<file path="src/pmc_pkg.sv">
/*
 * Package for the power-management restart trap and CPU clock switch.
 * Holds the command port map, field positions, reset values, the fixed
 * restart address ranges and the timing constants.
 * Assumes a 100 MHz system clock.
 */
package pmc_pkg;

    // System clock period in picoseconds
    localparam int unsigned CLK_PS = 10000;

    // Register indices on the plain command port
    localparam logic [3:0] REG_RESTART_EN = 4'h0;
    localparam logic [3:0] REG_PROG0_BASE = 4'h1;
    localparam logic [3:0] REG_PROG0_MASK = 4'h2;
    localparam logic [3:0] REG_PROG1_BASE = 4'h3;
    localparam logic [3:0] REG_PROG1_MASK = 4'h4;
    localparam logic [3:0] REG_TIME_BASE = 4'h5;
    localparam logic [3:0] REG_STOP_CFG = 4'h6;
    localparam logic [3:0] REG_COMMAND = 4'h7;
    localparam logic [3:0] REG_STATUS = 4'h8;
    localparam logic [3:0] REG_IRQ_STAT = 4'h9;
    localparam logic [3:0] REG_IRQ_EN = 4'hA;
    localparam logic [3:0] REG_IRQ_CLR = 4'hB;

    // Restart enable bits
    localparam int EN_COM1 = 0;
    localparam int EN_COM2 = 1;
    localparam int EN_LPT = 2;
    localparam int EN_DISK = 3;
    localparam int EN_VGA = 4;
    localparam int EN_KB = 5;
    localparam int EN_PROG0 = 6;
    localparam int EN_PROG1 = 7;

    // Time base fields
    localparam int TB_DIV_LSB = 0;
    localparam int TB_SYNTH = 3;
    localparam int TB_WAKE_SMI = 4;

    // Stop configuration fields
    localparam int SC_HALT_STOP = 0;
    localparam int SC_HALT_SLOW_ONLY = 1;
    localparam int SC_GATE_CLK = 2;
    localparam int SC_REQ_ON_CHANGE = 3;
    localparam int SC_DLY_LSB = 4;
    localparam int SC_WAIT_ACK = 7;
    localparam int SC_IMMEDIATE = 8;
    localparam int SC_RESET_METHOD = 9;

    // Command bits
    localparam int CMD_SLOW = 0;
    localparam int CMD_FAST = 1;
    localparam int CMD_STOP = 2;

    // Interrupt status bits
    localparam int IRQ_TRAP = 0;
    localparam int IRQ_WAKE_A = 1;
    localparam int IRQ_STOPPED = 2;
    localparam int IRQ_RESTARTED = 3;

    // Reset values
    localparam logic [7:0] RESTART_EN_RST = 8'h00;
    localparam logic [7:0] TIME_BASE_RST = 8'h03;
    localparam logic [9:0] STOP_CFG_RST = 10'h000;

    // Cycle ready follows the management interrupt by this many clocks
    localparam logic [2:0] RDY_DELAY = 3'h4;

    // Release delays in microseconds, index is the 3-bit delay code
    localparam int unsigned DLY_US [8] =
        '{0, 32, 64, 125, 250, 500, 1000, 2000};
    // Reset-method hold time in microseconds
    localparam int unsigned RESET_HOLD_US = 1000;
    // Microsecond prescale from the fixed system clock
    localparam int unsigned CYC_PER_US = 1000000 / CLK_PS;
    localparam logic [6:0] US_TICK_LAST = 7'(CYC_PER_US - 1);

    // Fixed restart ranges: lower and upper inclusive bounds; keyboard ports are two single addresses
    localparam logic [9:0] COM1_LO = 10'h3F8;
    localparam logic [9:0] COM1_HI = 10'h3FF;
    localparam logic [9:0] COM2_LO = 10'h2F8;
    localparam logic [9:0] COM2_HI = 10'h2FF;
    localparam logic [9:0] LPT_LO = 10'h378;
    localparam logic [9:0] LPT_HI = 10'h37F;
    localparam logic [9:0] HD1_LO = 10'h1F0;
    localparam logic [9:0] HD1_HI = 10'h1F7;
    localparam logic [9:0] FD1_LO = 10'h3F0;
    localparam logic [9:0] FD1_HI = 10'h3F7;
    localparam logic [9:0] HD2_LO = 10'h170;
    localparam logic [9:0] HD2_HI = 10'h177;
    localparam logic [9:0] FD2_LO = 10'h370;
    localparam logic [9:0] FD2_HI = 10'h377;
    localparam logic [9:0] VGA1_LO = 10'h3B0;
    localparam logic [9:0] VGA1_HI = 10'h3BB;
    localparam logic [9:0] VGA2_LO = 10'h3C0;
    localparam logic [9:0] VGA2_HI = 10'h3DF;
    localparam logic [9:0] KB_DATA = 10'h060;
    localparam logic [9:0] KB_CTRL = 10'h064;

    // Clock sequencer states
    typedef enum logic [2:0] {
        PMC_IDLE,
        PMC_REQ,
        PMC_ACK_WAIT,
        PMC_SWITCH,
        PMC_DELAY,
        PMC_STOPPED
    } pmc_seq_e;

endpackage

</file>
<file path="src/pmc_restart_decode.sv">
/*
 * Combinational decode of a local-bus I/O address against the enabled
 * fixed restart ranges and the two programmable ranges.
 * Assumes the address is stable while the I/O strobe is high.
 */
`timescale 1ns/1ps
module pmc_restart_decode (
    input wire logic [9:0] io_addr,
    input wire logic [7:0] enable,
    input wire logic [9:0] prog0_base,
    input wire logic [9:0] prog0_mask,
    input wire logic [9:0] prog1_base,
    input wire logic [9:0] prog1_mask,
    output logic hit
);

    // Inclusive range test
    function automatic logic in_range(input logic [9:0] a,
                                      input logic [9:0] lo,
                                      input logic [9:0] hi);
        in_range = (a >= lo) && (a <= hi);
    endfunction

    ////////////////////////////////////////////////////////////////////////
    // Hit when any enabled group matches
    always_comb
    begin
        hit = 1'b0;
        // Serial ports
        if (enable[pmc_pkg::EN_COM1] &&
            in_range(io_addr, pmc_pkg::COM1_LO, pmc_pkg::COM1_HI))
            hit = 1'b1;
        if (enable[pmc_pkg::EN_COM2] &&
            in_range(io_addr, pmc_pkg::COM2_LO, pmc_pkg::COM2_HI))
            hit = 1'b1;
        // Parallel port
        if (enable[pmc_pkg::EN_LPT] &&
            in_range(io_addr, pmc_pkg::LPT_LO, pmc_pkg::LPT_HI))
            hit = 1'b1;
        // Keyboard data and control ports
        if (enable[pmc_pkg::EN_KB] &&
            (io_addr == pmc_pkg::KB_DATA || io_addr == pmc_pkg::KB_CTRL))
            hit = 1'b1;
        // Disk controllers, both channels
        if (enable[pmc_pkg::EN_DISK] &&
            (in_range(io_addr, pmc_pkg::HD1_LO, pmc_pkg::HD1_HI) ||
             in_range(io_addr, pmc_pkg::FD1_LO, pmc_pkg::FD1_HI) ||
             in_range(io_addr, pmc_pkg::HD2_LO, pmc_pkg::HD2_HI) ||
             in_range(io_addr, pmc_pkg::FD2_LO, pmc_pkg::FD2_HI)))
            hit = 1'b1;
        // Video I/O
        if (enable[pmc_pkg::EN_VGA] &&
            (in_range(io_addr, pmc_pkg::VGA1_LO, pmc_pkg::VGA1_HI) ||
             in_range(io_addr, pmc_pkg::VGA2_LO, pmc_pkg::VGA2_HI)))
            hit = 1'b1;
        // Programmable ranges: mask bits set are don't-care
        if (enable[pmc_pkg::EN_PROG0] &&
            ((io_addr & ~prog0_mask) == (prog0_base & ~prog0_mask)))
            hit = 1'b1;
        if (enable[pmc_pkg::EN_PROG1] &&
            ((io_addr & ~prog1_mask) == (prog1_base & ~prog1_mask)))
            hit = 1'b1;
    end

endmodule

</file>
<file path="src/pmc_clk_div.sv">
/*
 * CPU clock source: divides the system clock for slow speed, or passes
 * a full-rate enable, and gates the output low while gate_off is set.
 * Assumes divider changes only while the sequencer holds the switch step.
 */
`timescale 1ns/1ps
module pmc_clk_div (
    input wire logic clk,
    input wire logic rst,
    input wire logic ce,
    input wire logic slow,
    input wire logic gate_off,
    input wire logic [2:0] div_sel,
    output logic cpu_clk
);

    typedef struct packed {
        logic [7:0] cnt;
        logic out;
    } pmc_div_s;

    pmc_div_s st;
    pmc_div_s next_st;
    logic [7:0] half; // Half period in system clocks

    ////////////////////////////////////////////////////////////////////////
    // Toggle output every half period; full speed toggles every clock
    always_comb
    begin
        next_st = st;
        half = 8'h01 << div_sel;
        if (gate_off)
        begin
            // Gated: hold low so the CPU sees no edges
            next_st.out = 1'b0;
            next_st.cnt = 8'h00;
        end
        else if (!slow)
        begin
            next_st.out = ~st.out;
            next_st.cnt = 8'h00;
        end
        else if (st.cnt + 8'h01 >= half)
        begin
            next_st.out = ~st.out;
            next_st.cnt = 8'h00;
        end
        else
        begin
            next_st.cnt = st.cnt + 8'h01;
        end
    end

    // State register
    always_ff @(posedge clk or posedge rst)
    begin
        if (rst)
            st <= '0;
        else if (ce)
            st <= next_st;
    end

    assign cpu_clk = st.out;

endmodule

</file>
<file path="src/pmc_clock_ctrl.sv">
/*
 * Power-management I/O restart trap and CPU clock switching sequencer.
 * Holds the command registers, the trap timing, the slow/fast/stop
 * sequencer and the interrupt status.
 * Assumes the inactivity timer, wake decoding and halt detection are
 * provided by neighbouring logic as one-cycle pulses or levels.
 */
// The register offsets and the plain strobed port are this design's own decisions.
// Contract
// - Trapped I/O: claim locally, raise interrupt
// - Cycle ready four clocks after interrupt
// - Serial, parallel, keyboard, programmable restart ranges
// - Disk and video restart ranges
// - Slow on timer A or command
// - Wake A: fast, or interrupt in software mode
// - Internal divider or synthesizer select pin
// - Stop on halt, slow-only option, command
// - Only wake B restarts a stopped clock
// - Stop with request only, or gated clock
// - Immediate stop without request protocol
// - Optional stop request before frequency change
// - Optional wait for acknowledge bus cycle
// - Suspend acknowledge also serves as acknowledge
// - Coded release delay after frequency change
// - Reset method: release one millisecond later
`timescale 1ns/1ps
module pmc_clock_ctrl (
    input wire logic clk,
    input wire logic rst,
    input wire logic ce,
    // Command port
    input wire logic [3:0] reg_addr,
    input wire logic [9:0] reg_wdata,
    input wire logic reg_wr,
    input wire logic reg_rd,
    output logic [9:0] reg_rdata,
    // Local bus I/O cycle
    input wire logic io_cycle,
    input wire logic [9:0] io_addr,
    output logic local_device_claim,
    output logic cycle_ready,
    output logic smi_req,
    // Event sources
    input wire logic inactivity_timer_a,
    input wire logic wake_event_a,
    input wire logic wake_event_b,
    input wire logic halt_cycle,
    // CPU handshake
    input wire logic stop_clock_ack_cycle,
    input wire logic suspend_ack,
    output logic stop_clock_req,
    output logic cpu_clk,
    output logic synth_slow,
    output logic irq
);

    ////////////////////////////////////////////////////////////////////////
    // State
    typedef struct packed {
        logic [7:0] restart_en;
        logic [9:0] prog0_base;
        logic [9:0] prog0_mask;
        logic [9:0] prog1_base;
        logic [9:0] prog1_mask;
        logic [7:0] time_base;
        logic [9:0] stop_cfg;
        logic [3:0] irq_stat;
        logic [3:0] irq_en;
        logic [9:0] rdata;
        logic trap_busy;
        logic [2:0] trap_cnt;
        logic claim;
        logic smi;
        logic rdy;
        pmc_pkg::pmc_seq_e seq;
        logic tgt_slow;   // Requested speed of the pending change
        logic tgt_stop;   // Pending change is a stop
        logic is_slow;    // Running speed
        logic gate;       // CPU clock gated off
        logic stop_req;
        logic synth;
        logic [6:0] us_pre;
        logic [11:0] us_cnt;
        logic irq;
    } pmc_ctrl_s;

    pmc_ctrl_s st;
    pmc_ctrl_s next_st;

    logic trap_hit;
    logic want_slow;
    logic want_fast;
    logic want_stop;
    logic [11:0] dly_target;
    logic [3:0] status_word;

    ////////////////////////////////////////////////////////////////////////
    // Restart address decode
    pmc_restart_decode u_decode (
        .io_addr(io_addr),
        .enable(st.restart_en),
        .prog0_base(st.prog0_base),
        .prog0_mask(st.prog0_mask),
        .prog1_base(st.prog1_base),
        .prog1_mask(st.prog1_mask),
        .hit(trap_hit)
    );

    // CPU clock generator; divider idles at full rate in synthesizer mode
    pmc_clk_div u_div (
        .clk(clk),
        .rst(rst),
        .ce(ce),
        .slow(st.is_slow && !st.time_base[pmc_pkg::TB_SYNTH]),
        .gate_off(st.gate),
        .div_sel(st.time_base[pmc_pkg::TB_DIV_LSB +: 3]),
        .cpu_clk(cpu_clk)
    );

    ////////////////////////////////////////////////////////////////////////
    // Next-state logic
    always_comb
    begin
        next_st = st;
        status_word = {st.gate, st.stop_req, st.synth, st.is_slow};
        // Software commands arrive as a write to the command register
        want_slow = inactivity_timer_a ||
            (reg_wr && reg_addr == pmc_pkg::REG_COMMAND &&
             reg_wdata[pmc_pkg::CMD_SLOW]);
        want_fast = reg_wr && reg_addr == pmc_pkg::REG_COMMAND &&
            reg_wdata[pmc_pkg::CMD_FAST];
        want_stop = (reg_wr && reg_addr == pmc_pkg::REG_COMMAND &&
                     reg_wdata[pmc_pkg::CMD_STOP]) ||
            (halt_cycle && st.stop_cfg[pmc_pkg::SC_HALT_STOP] &&
             (!st.stop_cfg[pmc_pkg::SC_HALT_SLOW_ONLY] ||
              st.is_slow));
        // Wake A: hardware mode speeds up, software mode interrupts
        if (wake_event_a && !st.time_base[pmc_pkg::TB_WAKE_SMI])
            want_fast = 1'b1;
        // Release delay; reset method always holds for one millisecond
        if (st.stop_cfg[pmc_pkg::SC_RESET_METHOD])
            dly_target = 12'(pmc_pkg::RESET_HOLD_US);
        else
            dly_target = 12'(pmc_pkg::DLY_US[
                st.stop_cfg[pmc_pkg::SC_DLY_LSB +: 3]]);

        // Register writes
        next_st.rdata = 10'h000;
        if (reg_wr)
        begin
            case (reg_addr)
                pmc_pkg::REG_RESTART_EN:
                    next_st.restart_en = reg_wdata[7:0];
                pmc_pkg::REG_PROG0_BASE: next_st.prog0_base = reg_wdata;
                pmc_pkg::REG_PROG0_MASK: next_st.prog0_mask = reg_wdata;
                pmc_pkg::REG_PROG1_BASE: next_st.prog1_base = reg_wdata;
                pmc_pkg::REG_PROG1_MASK: next_st.prog1_mask = reg_wdata;
                pmc_pkg::REG_TIME_BASE:
                    next_st.time_base = reg_wdata[7:0];
                pmc_pkg::REG_STOP_CFG: next_st.stop_cfg = reg_wdata;
                pmc_pkg::REG_IRQ_EN: next_st.irq_en = reg_wdata[3:0];
                pmc_pkg::REG_IRQ_CLR:
                    next_st.irq_stat = st.irq_stat & ~reg_wdata[3:0];
                default: ;
            endcase
        end
        // Register reads, data valid the following cycle
        if (reg_rd)
        begin
            case (reg_addr)
                pmc_pkg::REG_RESTART_EN:
                    next_st.rdata = {2'h0, st.restart_en};
                pmc_pkg::REG_PROG0_BASE: next_st.rdata = st.prog0_base;
                pmc_pkg::REG_PROG0_MASK: next_st.rdata = st.prog0_mask;
                pmc_pkg::REG_PROG1_BASE: next_st.rdata = st.prog1_base;
                pmc_pkg::REG_PROG1_MASK: next_st.rdata = st.prog1_mask;
                pmc_pkg::REG_TIME_BASE:
                    next_st.rdata = {2'h0, st.time_base};
                pmc_pkg::REG_STOP_CFG: next_st.rdata = st.stop_cfg;
                pmc_pkg::REG_STATUS:
                    next_st.rdata = {st.seq != pmc_pkg::PMC_IDLE &&
                                     st.seq != pmc_pkg::PMC_STOPPED,
                                     5'h00, status_word};
                pmc_pkg::REG_IRQ_STAT:
                    next_st.rdata = {6'h00, st.irq_stat};
                pmc_pkg::REG_IRQ_EN: next_st.rdata = {6'h00, st.irq_en};
                default: next_st.rdata = 10'h000;
            endcase
        end

        // I/O restart trap: claim, interrupt, ready four clocks later
        next_st.rdy = 1'b0;
        next_st.smi = 1'b0;
        if (!st.trap_busy && io_cycle && trap_hit)
        begin
            next_st.trap_busy = 1'b1;
            next_st.claim = 1'b1;
            next_st.smi = 1'b1;
            next_st.trap_cnt = 3'h1;
            next_st.irq_stat[pmc_pkg::IRQ_TRAP] = 1'b1;
        end
        else if (st.trap_busy)
        begin
            if (st.trap_cnt == pmc_pkg::RDY_DELAY)
            begin
                next_st.rdy = 1'b1;
                next_st.claim = 1'b0;
                next_st.trap_busy = 1'b0;
            end
            else
                next_st.trap_cnt = st.trap_cnt + 3'h1;
        end
        // Wake A in software mode raises an interrupt instead
        if (wake_event_a && st.time_base[pmc_pkg::TB_WAKE_SMI])
        begin
            next_st.smi = 1'b1;
            next_st.irq_stat[pmc_pkg::IRQ_WAKE_A] = 1'b1;
        end

        // Microsecond prescale of the fixed system clock
        if (st.us_pre == pmc_pkg::US_TICK_LAST)
            next_st.us_pre = 7'h00;
        else
            next_st.us_pre = st.us_pre + 7'h01;

        // Clock change sequencer
        case (st.seq)
            pmc_pkg::PMC_IDLE:
            begin
                // One change at a time: stop wins over speed, fast over slow
                if (want_stop || want_slow != want_fast ||
                    (want_slow && want_fast))
                begin
                    next_st.tgt_stop = want_stop;
                    next_st.tgt_slow = want_slow && !want_fast;
                    if (want_stop && st.stop_cfg[pmc_pkg::SC_IMMEDIATE])
                    begin
                        next_st.gate = 1'b1;
                        next_st.seq = pmc_pkg::PMC_STOPPED;
                        next_st.irq_stat[pmc_pkg::IRQ_STOPPED] = 1'b1;
                    end
                    else if (!want_stop &&
                             (want_slow && !want_fast) == st.is_slow)
                        next_st.seq = pmc_pkg::PMC_IDLE;
                    else if (want_stop ||
                             st.stop_cfg[pmc_pkg::SC_REQ_ON_CHANGE] ||
                             st.stop_cfg[pmc_pkg::SC_RESET_METHOD])
                    begin
                        next_st.stop_req = 1'b1;
                        next_st.seq = pmc_pkg::PMC_REQ;
                    end
                    else
                        next_st.seq = pmc_pkg::PMC_SWITCH;
                end
            end
            pmc_pkg::PMC_REQ:
            begin
                if (st.stop_cfg[pmc_pkg::SC_WAIT_ACK] &&
                    !st.stop_cfg[pmc_pkg::SC_RESET_METHOD])
                    next_st.seq = pmc_pkg::PMC_ACK_WAIT;
                else
                    next_st.seq = pmc_pkg::PMC_SWITCH;
            end
            pmc_pkg::PMC_ACK_WAIT:
            begin
                // Either acknowledge form is accepted
                if (stop_clock_ack_cycle || suspend_ack)
                    next_st.seq = pmc_pkg::PMC_SWITCH;
            end
            pmc_pkg::PMC_SWITCH:
            begin
                next_st.us_cnt = 12'h000;
                next_st.us_pre = 7'h00;
                if (st.tgt_stop)
                begin
                    // Request stays; optionally gate the clock too
                    next_st.gate = st.stop_cfg[pmc_pkg::SC_GATE_CLK];
                    next_st.seq = pmc_pkg::PMC_STOPPED;
                    next_st.irq_stat[pmc_pkg::IRQ_STOPPED] = 1'b1;
                end
                else
                begin
                    next_st.is_slow = st.tgt_slow;
                    next_st.synth = st.tgt_slow &&
                        st.time_base[pmc_pkg::TB_SYNTH];
                    if (dly_target == 12'h000 || !st.stop_req)
                    begin
                        next_st.stop_req = 1'b0;
                        next_st.seq = pmc_pkg::PMC_IDLE;
                    end
                    else
                        next_st.seq = pmc_pkg::PMC_DELAY;
                end
            end
            pmc_pkg::PMC_DELAY:
            begin
                // Count whole microseconds; prescale restarted at switch
                if (st.us_pre == pmc_pkg::US_TICK_LAST)
                    next_st.us_cnt = st.us_cnt + 12'h001;
                if (st.us_cnt >= dly_target)
                begin
                    next_st.stop_req = 1'b0;
                    next_st.seq = pmc_pkg::PMC_IDLE;
                end
            end
            pmc_pkg::PMC_STOPPED:
            begin
                // Software cannot restart; only wake B
                if (wake_event_b)
                begin
                    next_st.gate = 1'b0;
                    next_st.stop_req = 1'b0;
                    next_st.seq = pmc_pkg::PMC_IDLE;
                    next_st.irq_stat[pmc_pkg::IRQ_RESTARTED] = 1'b1;
                end
            end
            default: next_st.seq = pmc_pkg::PMC_IDLE;
        endcase

        next_st.irq = |(next_st.irq_stat & next_st.irq_en);
    end

    ////////////////////////////////////////////////////////////////////////
    // State register
    always_ff @(posedge clk or posedge rst)
    begin
        if (rst)
        begin
            st <= '0;
            st.restart_en <= pmc_pkg::RESTART_EN_RST;
            st.time_base <= pmc_pkg::TIME_BASE_RST;
            st.stop_cfg <= pmc_pkg::STOP_CFG_RST;
            st.seq <= pmc_pkg::PMC_IDLE;
        end
        else if (ce)
            st <= next_st;
    end

    assign reg_rdata = st.rdata;
    assign local_device_claim = st.claim;
    assign cycle_ready = st.rdy;
    assign smi_req = st.smi;
    assign stop_clock_req = st.stop_req;
    assign synth_slow = st.synth;
    assign irq = st.irq;

endmodule

</file>
<file path="config.mk">
export PLATFORM = sky130hd
export DESIGN_NAME = pmc_clock_ctrl
export DESIGN_NICKNAME = d
export VERILOG_FILES = /design/src/pmc_pkg.sv /design/src/pmc_restart_decode.sv /design/src/pmc_clk_div.sv /design/src/pmc_clock_ctrl.sv
export SDC_FILE = /design/constraint.sdc
export NUM_CORES = 1
export LEC_CHECK = 0
export BUFFER_PORTS_ARGS = -buffer_cell sky130_fd_sc_hd__clkbuf_2
export CORE_MARGIN = 1
export CORE_UTILIZATION = 55
export CTS_CLUSTER_DIAMETER = 150
export DETAILED_ROUTE_END_ITERATION = 8
export GPL_TIMING_DRIVEN = 0
export HOLD_SLACK_MARGIN = 0.05
export PLACE_DENSITY = 0.73
export SKIP_LAST_GASP = 1
export SLEW_MARGIN = 20
export SYNTH_ARGS = -nofsm -noshare
export SYNTH_HDL_FRONTEND = slang
export SYNTH_SLANG_ARGS = --single-unit
export TNS_END_PERCENT = 100
</file>
<file path="constraint.sdc">
create_clock -name clk -period 4.22 [get_ports clk]
set_input_delay 0.633 -clock clk [delete_from_list [all_inputs] [get_ports clk]]
set_output_delay 0.633 -clock clk [all_outputs]
set_load 0.01 [all_outputs]
</file>
==> results.toml <==
[status]
outcome = "complete, no violations"

[synth]
post_synth.cell_area_avg_sq_um = 10.05
synth_top_cell_by_area = "sky130_fd_sc_hd__dfrtp_1"
synth-edff-count = 0
yosysSeqAreaShare_pct = 42.65
netlist-cell-type-count = 74
synth.net_count = 816
synth_warnings = 0
async_reset_ff_share_pct = 100.0
ys.flop_type = "sky130_fd_sc_hd__dfrtp_1"
number_of_cells_produced_by_synthesis = 754
netlist.area_leader.share_pct = 41.96
synth_seq_cells = 129
synth.cell_area_sq_mm = 0.007575
synthTopCellsByArea = "sky130_fd_sc_hd__dfrtp_1, sky130_fd_sc_hd__mux2_1, sky130_fd_sc_hd__mux2_2"

[route]
post_drt_wl_per_cell_um = 21.50
drt_first_pass_iters = 5
vias_per_cell = 6.436
dr.first_iter.drc_count = 601
drc = 0
num_vias = 6475
wl_um = 21630
drtAntennaViolNets = 0

[finish]
share_of_the_core_filled_with_cells_in_the_final_layout_pct = 64.46
postLayoutCellArea_sq_mm = 0.008605
ratio_of_cells_with_drive_above_1_in_the_final_layout_pct = 18.43
n_antenna_cell = 0
final.fill_count = 1077
syn_to_final_growth_pct = 13.59
final_nets = 880
sequential_cell_area_sq_mm = 0.003231
area_of_the_multi_input_gates_sq_mm = 0.003998

[timing]
fin_worst_hold_slack_ns = 0.2556
postLayoutSetupSlackWorst_ns = 1.271
maxClockFrequency_mhz = 339.1
worst-slew-pin-transition_ns = 0.8396
timing.final.setup_violations = 0
clock_skew_ns = 0.007762
rsz0062_at_grt = "no"
count_of_final_hold_check_violations = 0
number_of_pins_exceeding_their_max_slew_limit_in_the_final_report = 0
final_period_minus_worst_setup_slack_ns = 2.949
final.period_utilization_pct = 69.89
slew-limit-headroom_pct = 43.60

[clock_network]
clk_transition_reported_paths_ns = 0.06
ctsLongestPathBuffers = 2
clk-insertion-delay-late_ns = 0.43
cts_setup_buffers = 0
cts_tree = "built"
tritoncts_num_sinks = 129
cts.htree.levels = 4
cts-root-buf = "sky130_fd_sc_hd__clkbuf_16"
ctsHoldBuffers = 0
cts-resized-gates = 0
tritoncts.num_buffers = 17

[placed_design]
numPortBuffers = 44
detailedPlace.worstSlack_ns = 1.187
place.detailed.hpwl_um = 15500
placement.cell_area_sq_mm = 0.008048
routabilityCongestion = 0.9642

[setup_path]
crit_required_ns = 4.49
setup.worst_path.class = "flip-flop to flip-flop"
r2r_cells = 8
worstSetupStartpoint = "st[64]$_DFFE_PP1P_"
worst_path_dominant_cell_family = "simple AND/OR/NAND/NOR gates"
critPathCaptureType = "flip-flop"
reg2reg_slack_ns = 1.27
critical_path_depth = 8
timing.rr.start = "st[64]$_DFFE_PP1P_"
critPathArrivalTime_ns = 3.22
timing.critical_path.to = "u_div.st[3]$_DFFE_PP0P_"
crit_chain = "clkbuf_1 -> or3b_2 -> ha_1 -> a21o_1 -> a21oi_1 -> o211a_1 -> nor2_1 -> o221ai_1"
critical_path_s_slowest_cell = "sky130_fd_sc_hd__dfstp_2"
worstSetupStartpointType = "flip-flop"
path_max_fanout = 10
crit_buf_inv = 1
critical_path.max_stage_delay_ns = 0.51
rr_endpoint = "u_div.st[3]$_DFFE_PP0P_"

[grt]
antenna_found_initial = 0
via_count_of_the_first_global_routing_pass = 6376
grt_start_max_net_pins = 74
grt_first_pass_wirelength_um = 34240
gr-usage-all-layers_pct = 31.83
overflow_left_after_global_routing = 0

[floorplan]
pin_count = 53
rows = 42
floorplan.die.width_um = 119.4
initial_standard_cell_utilization_of_the_core_pct = 56.75
floorplan.die_area_sq_mm = 0.01425
die_h_um = 119.4
design.core.area_sq_mm = 0.01335

[pwr]
worst_ir_drop_vdd_v = 0.0002595
leakage_nw = 3.790
pd_cells_mw_per_mm2 = 481.1
total_power_mw = 4.140

[worst_hold_path]
holdCritPathClass = "input pin to asynchronous set/reset pin"

[job]
max-cap-violations = 0
[state kept, by name, indices dropped and copies added, names as in the netlist]
| register | cells |
|---|---|
| local_device_claim | 1 |
| smi_req | 1 |
| st | 104 |
| irq | 1 |
| u_div.cpu_clk | 1 |
| u_div.st | 8 |
| cycle_ready | 1 |
| synth_slow | 1 |
| stop_clock_req | 1 |
| reg_rdata | 10 |
[layout by cell type, fill, tap and decap left out, drive strengths merged, types with 4 or more instances in the layout]
cell	count
o22ai	17
o211ai	5
a21oi	26
o21ai	28
nand2b	9
a211oi	5
a22o	9
nor3	19
nand2	53
nor4	8
o32a	4
nand3b	5
nor3b	4
o2bb2ai	15
ha	26
nand3	19
xor2	7
mux2i	8
a22oi	14
a32oi	4
clkbuf	90
nand4	9
dfrtp	127
clkinv	6
xnor2	30
buf	30
nor2	58
a31oi	9
nor2b	13
and3	14
inv	21
mux2	78
[area by class of cell]
| class | instances | area share [%] |
|---|---|---|
| Inverter | 21 | 0.9743 |
| Clock inverter | 10 | 1.003 |
| Clock buffer | 21 | 5.467 |
| Timing Repair Buffer | 45 | 2.879 |
| Multi-Input combinational cell | 550 | 46.46 |
| Sequential cell | 129 | 37.55 |
| Tap cell | 176 | 2.559 |
| Buffer | 54 | 3.112 |
[stage by stage]
step	setup TNS [ns]	cells
floorplan	0	754
global placement	-148.08	974
detailed placement	0	975
CTS	0	1006
global route	0	1006
finish	0	1006
[metal layers]
layer  track usage (%)  wire length (um)
met2             51.05             10130
met3             7.567              1756
met1             41.62              9069
met5                 0                 0
met4             12.42               671
[power by group]
part / internal, mW / switching, mW
registers: 1.47 / 0.245
clock network: 0.846 / 0.547
logic: 0.454 / 0.575
total: 2.77 / 1.37
[synth_stat cells, drive strengths merged, types with 14 or more instances]
cell,n
a21oi,26
o22ai,17
dfrtp,127
buf,29
and3,14
nand3,19
o2bb2ai,15
mux2,78
xnor2,30
nor2,58
inv,21
ha,26
nor3,19
a22oi,14
clkbuf,25
nand2,53
o21ai,28
[cell families after synthesis]
logic type / count (synthesis) / share of synthesized area, %
xor gates and xnor gates: 37 / 4.278
adders and majority gates: 26 / 4.295
buffers and inverters: 75 / 4.575
DFF: 129 / 42.65
and+or+nand+nor: 230 / 15.44
AOI/OAI and AO/OA: 171 / 16.06
muxes: 86 / 12.70
[worst min-delay path by stage]
stage                                  start                        to  slack [ns]
global placement    reg_rdata[3]$_DFFE_PP0P_  reg_rdata[3]$_DFFE_PP0P_        0.47
global route                             rst         st[4]$_DFFE_PP0P_        0.29
CTS                                      rst         st[5]$_DFFE_PP0P_        0.27
finish                                   rst         st[3]$_DFFE_PP0P_        0.26
detailed placement  reg_rdata[0]$_DFFE_PP0P_  reg_rdata[0]$_DFFE_PP0P_        0.48
floorplan           reg_rdata[1]$_DFFE_PP0P_  reg_rdata[1]$_DFFE_PP0P_        0.46
(Power assumes the default switching activity.)
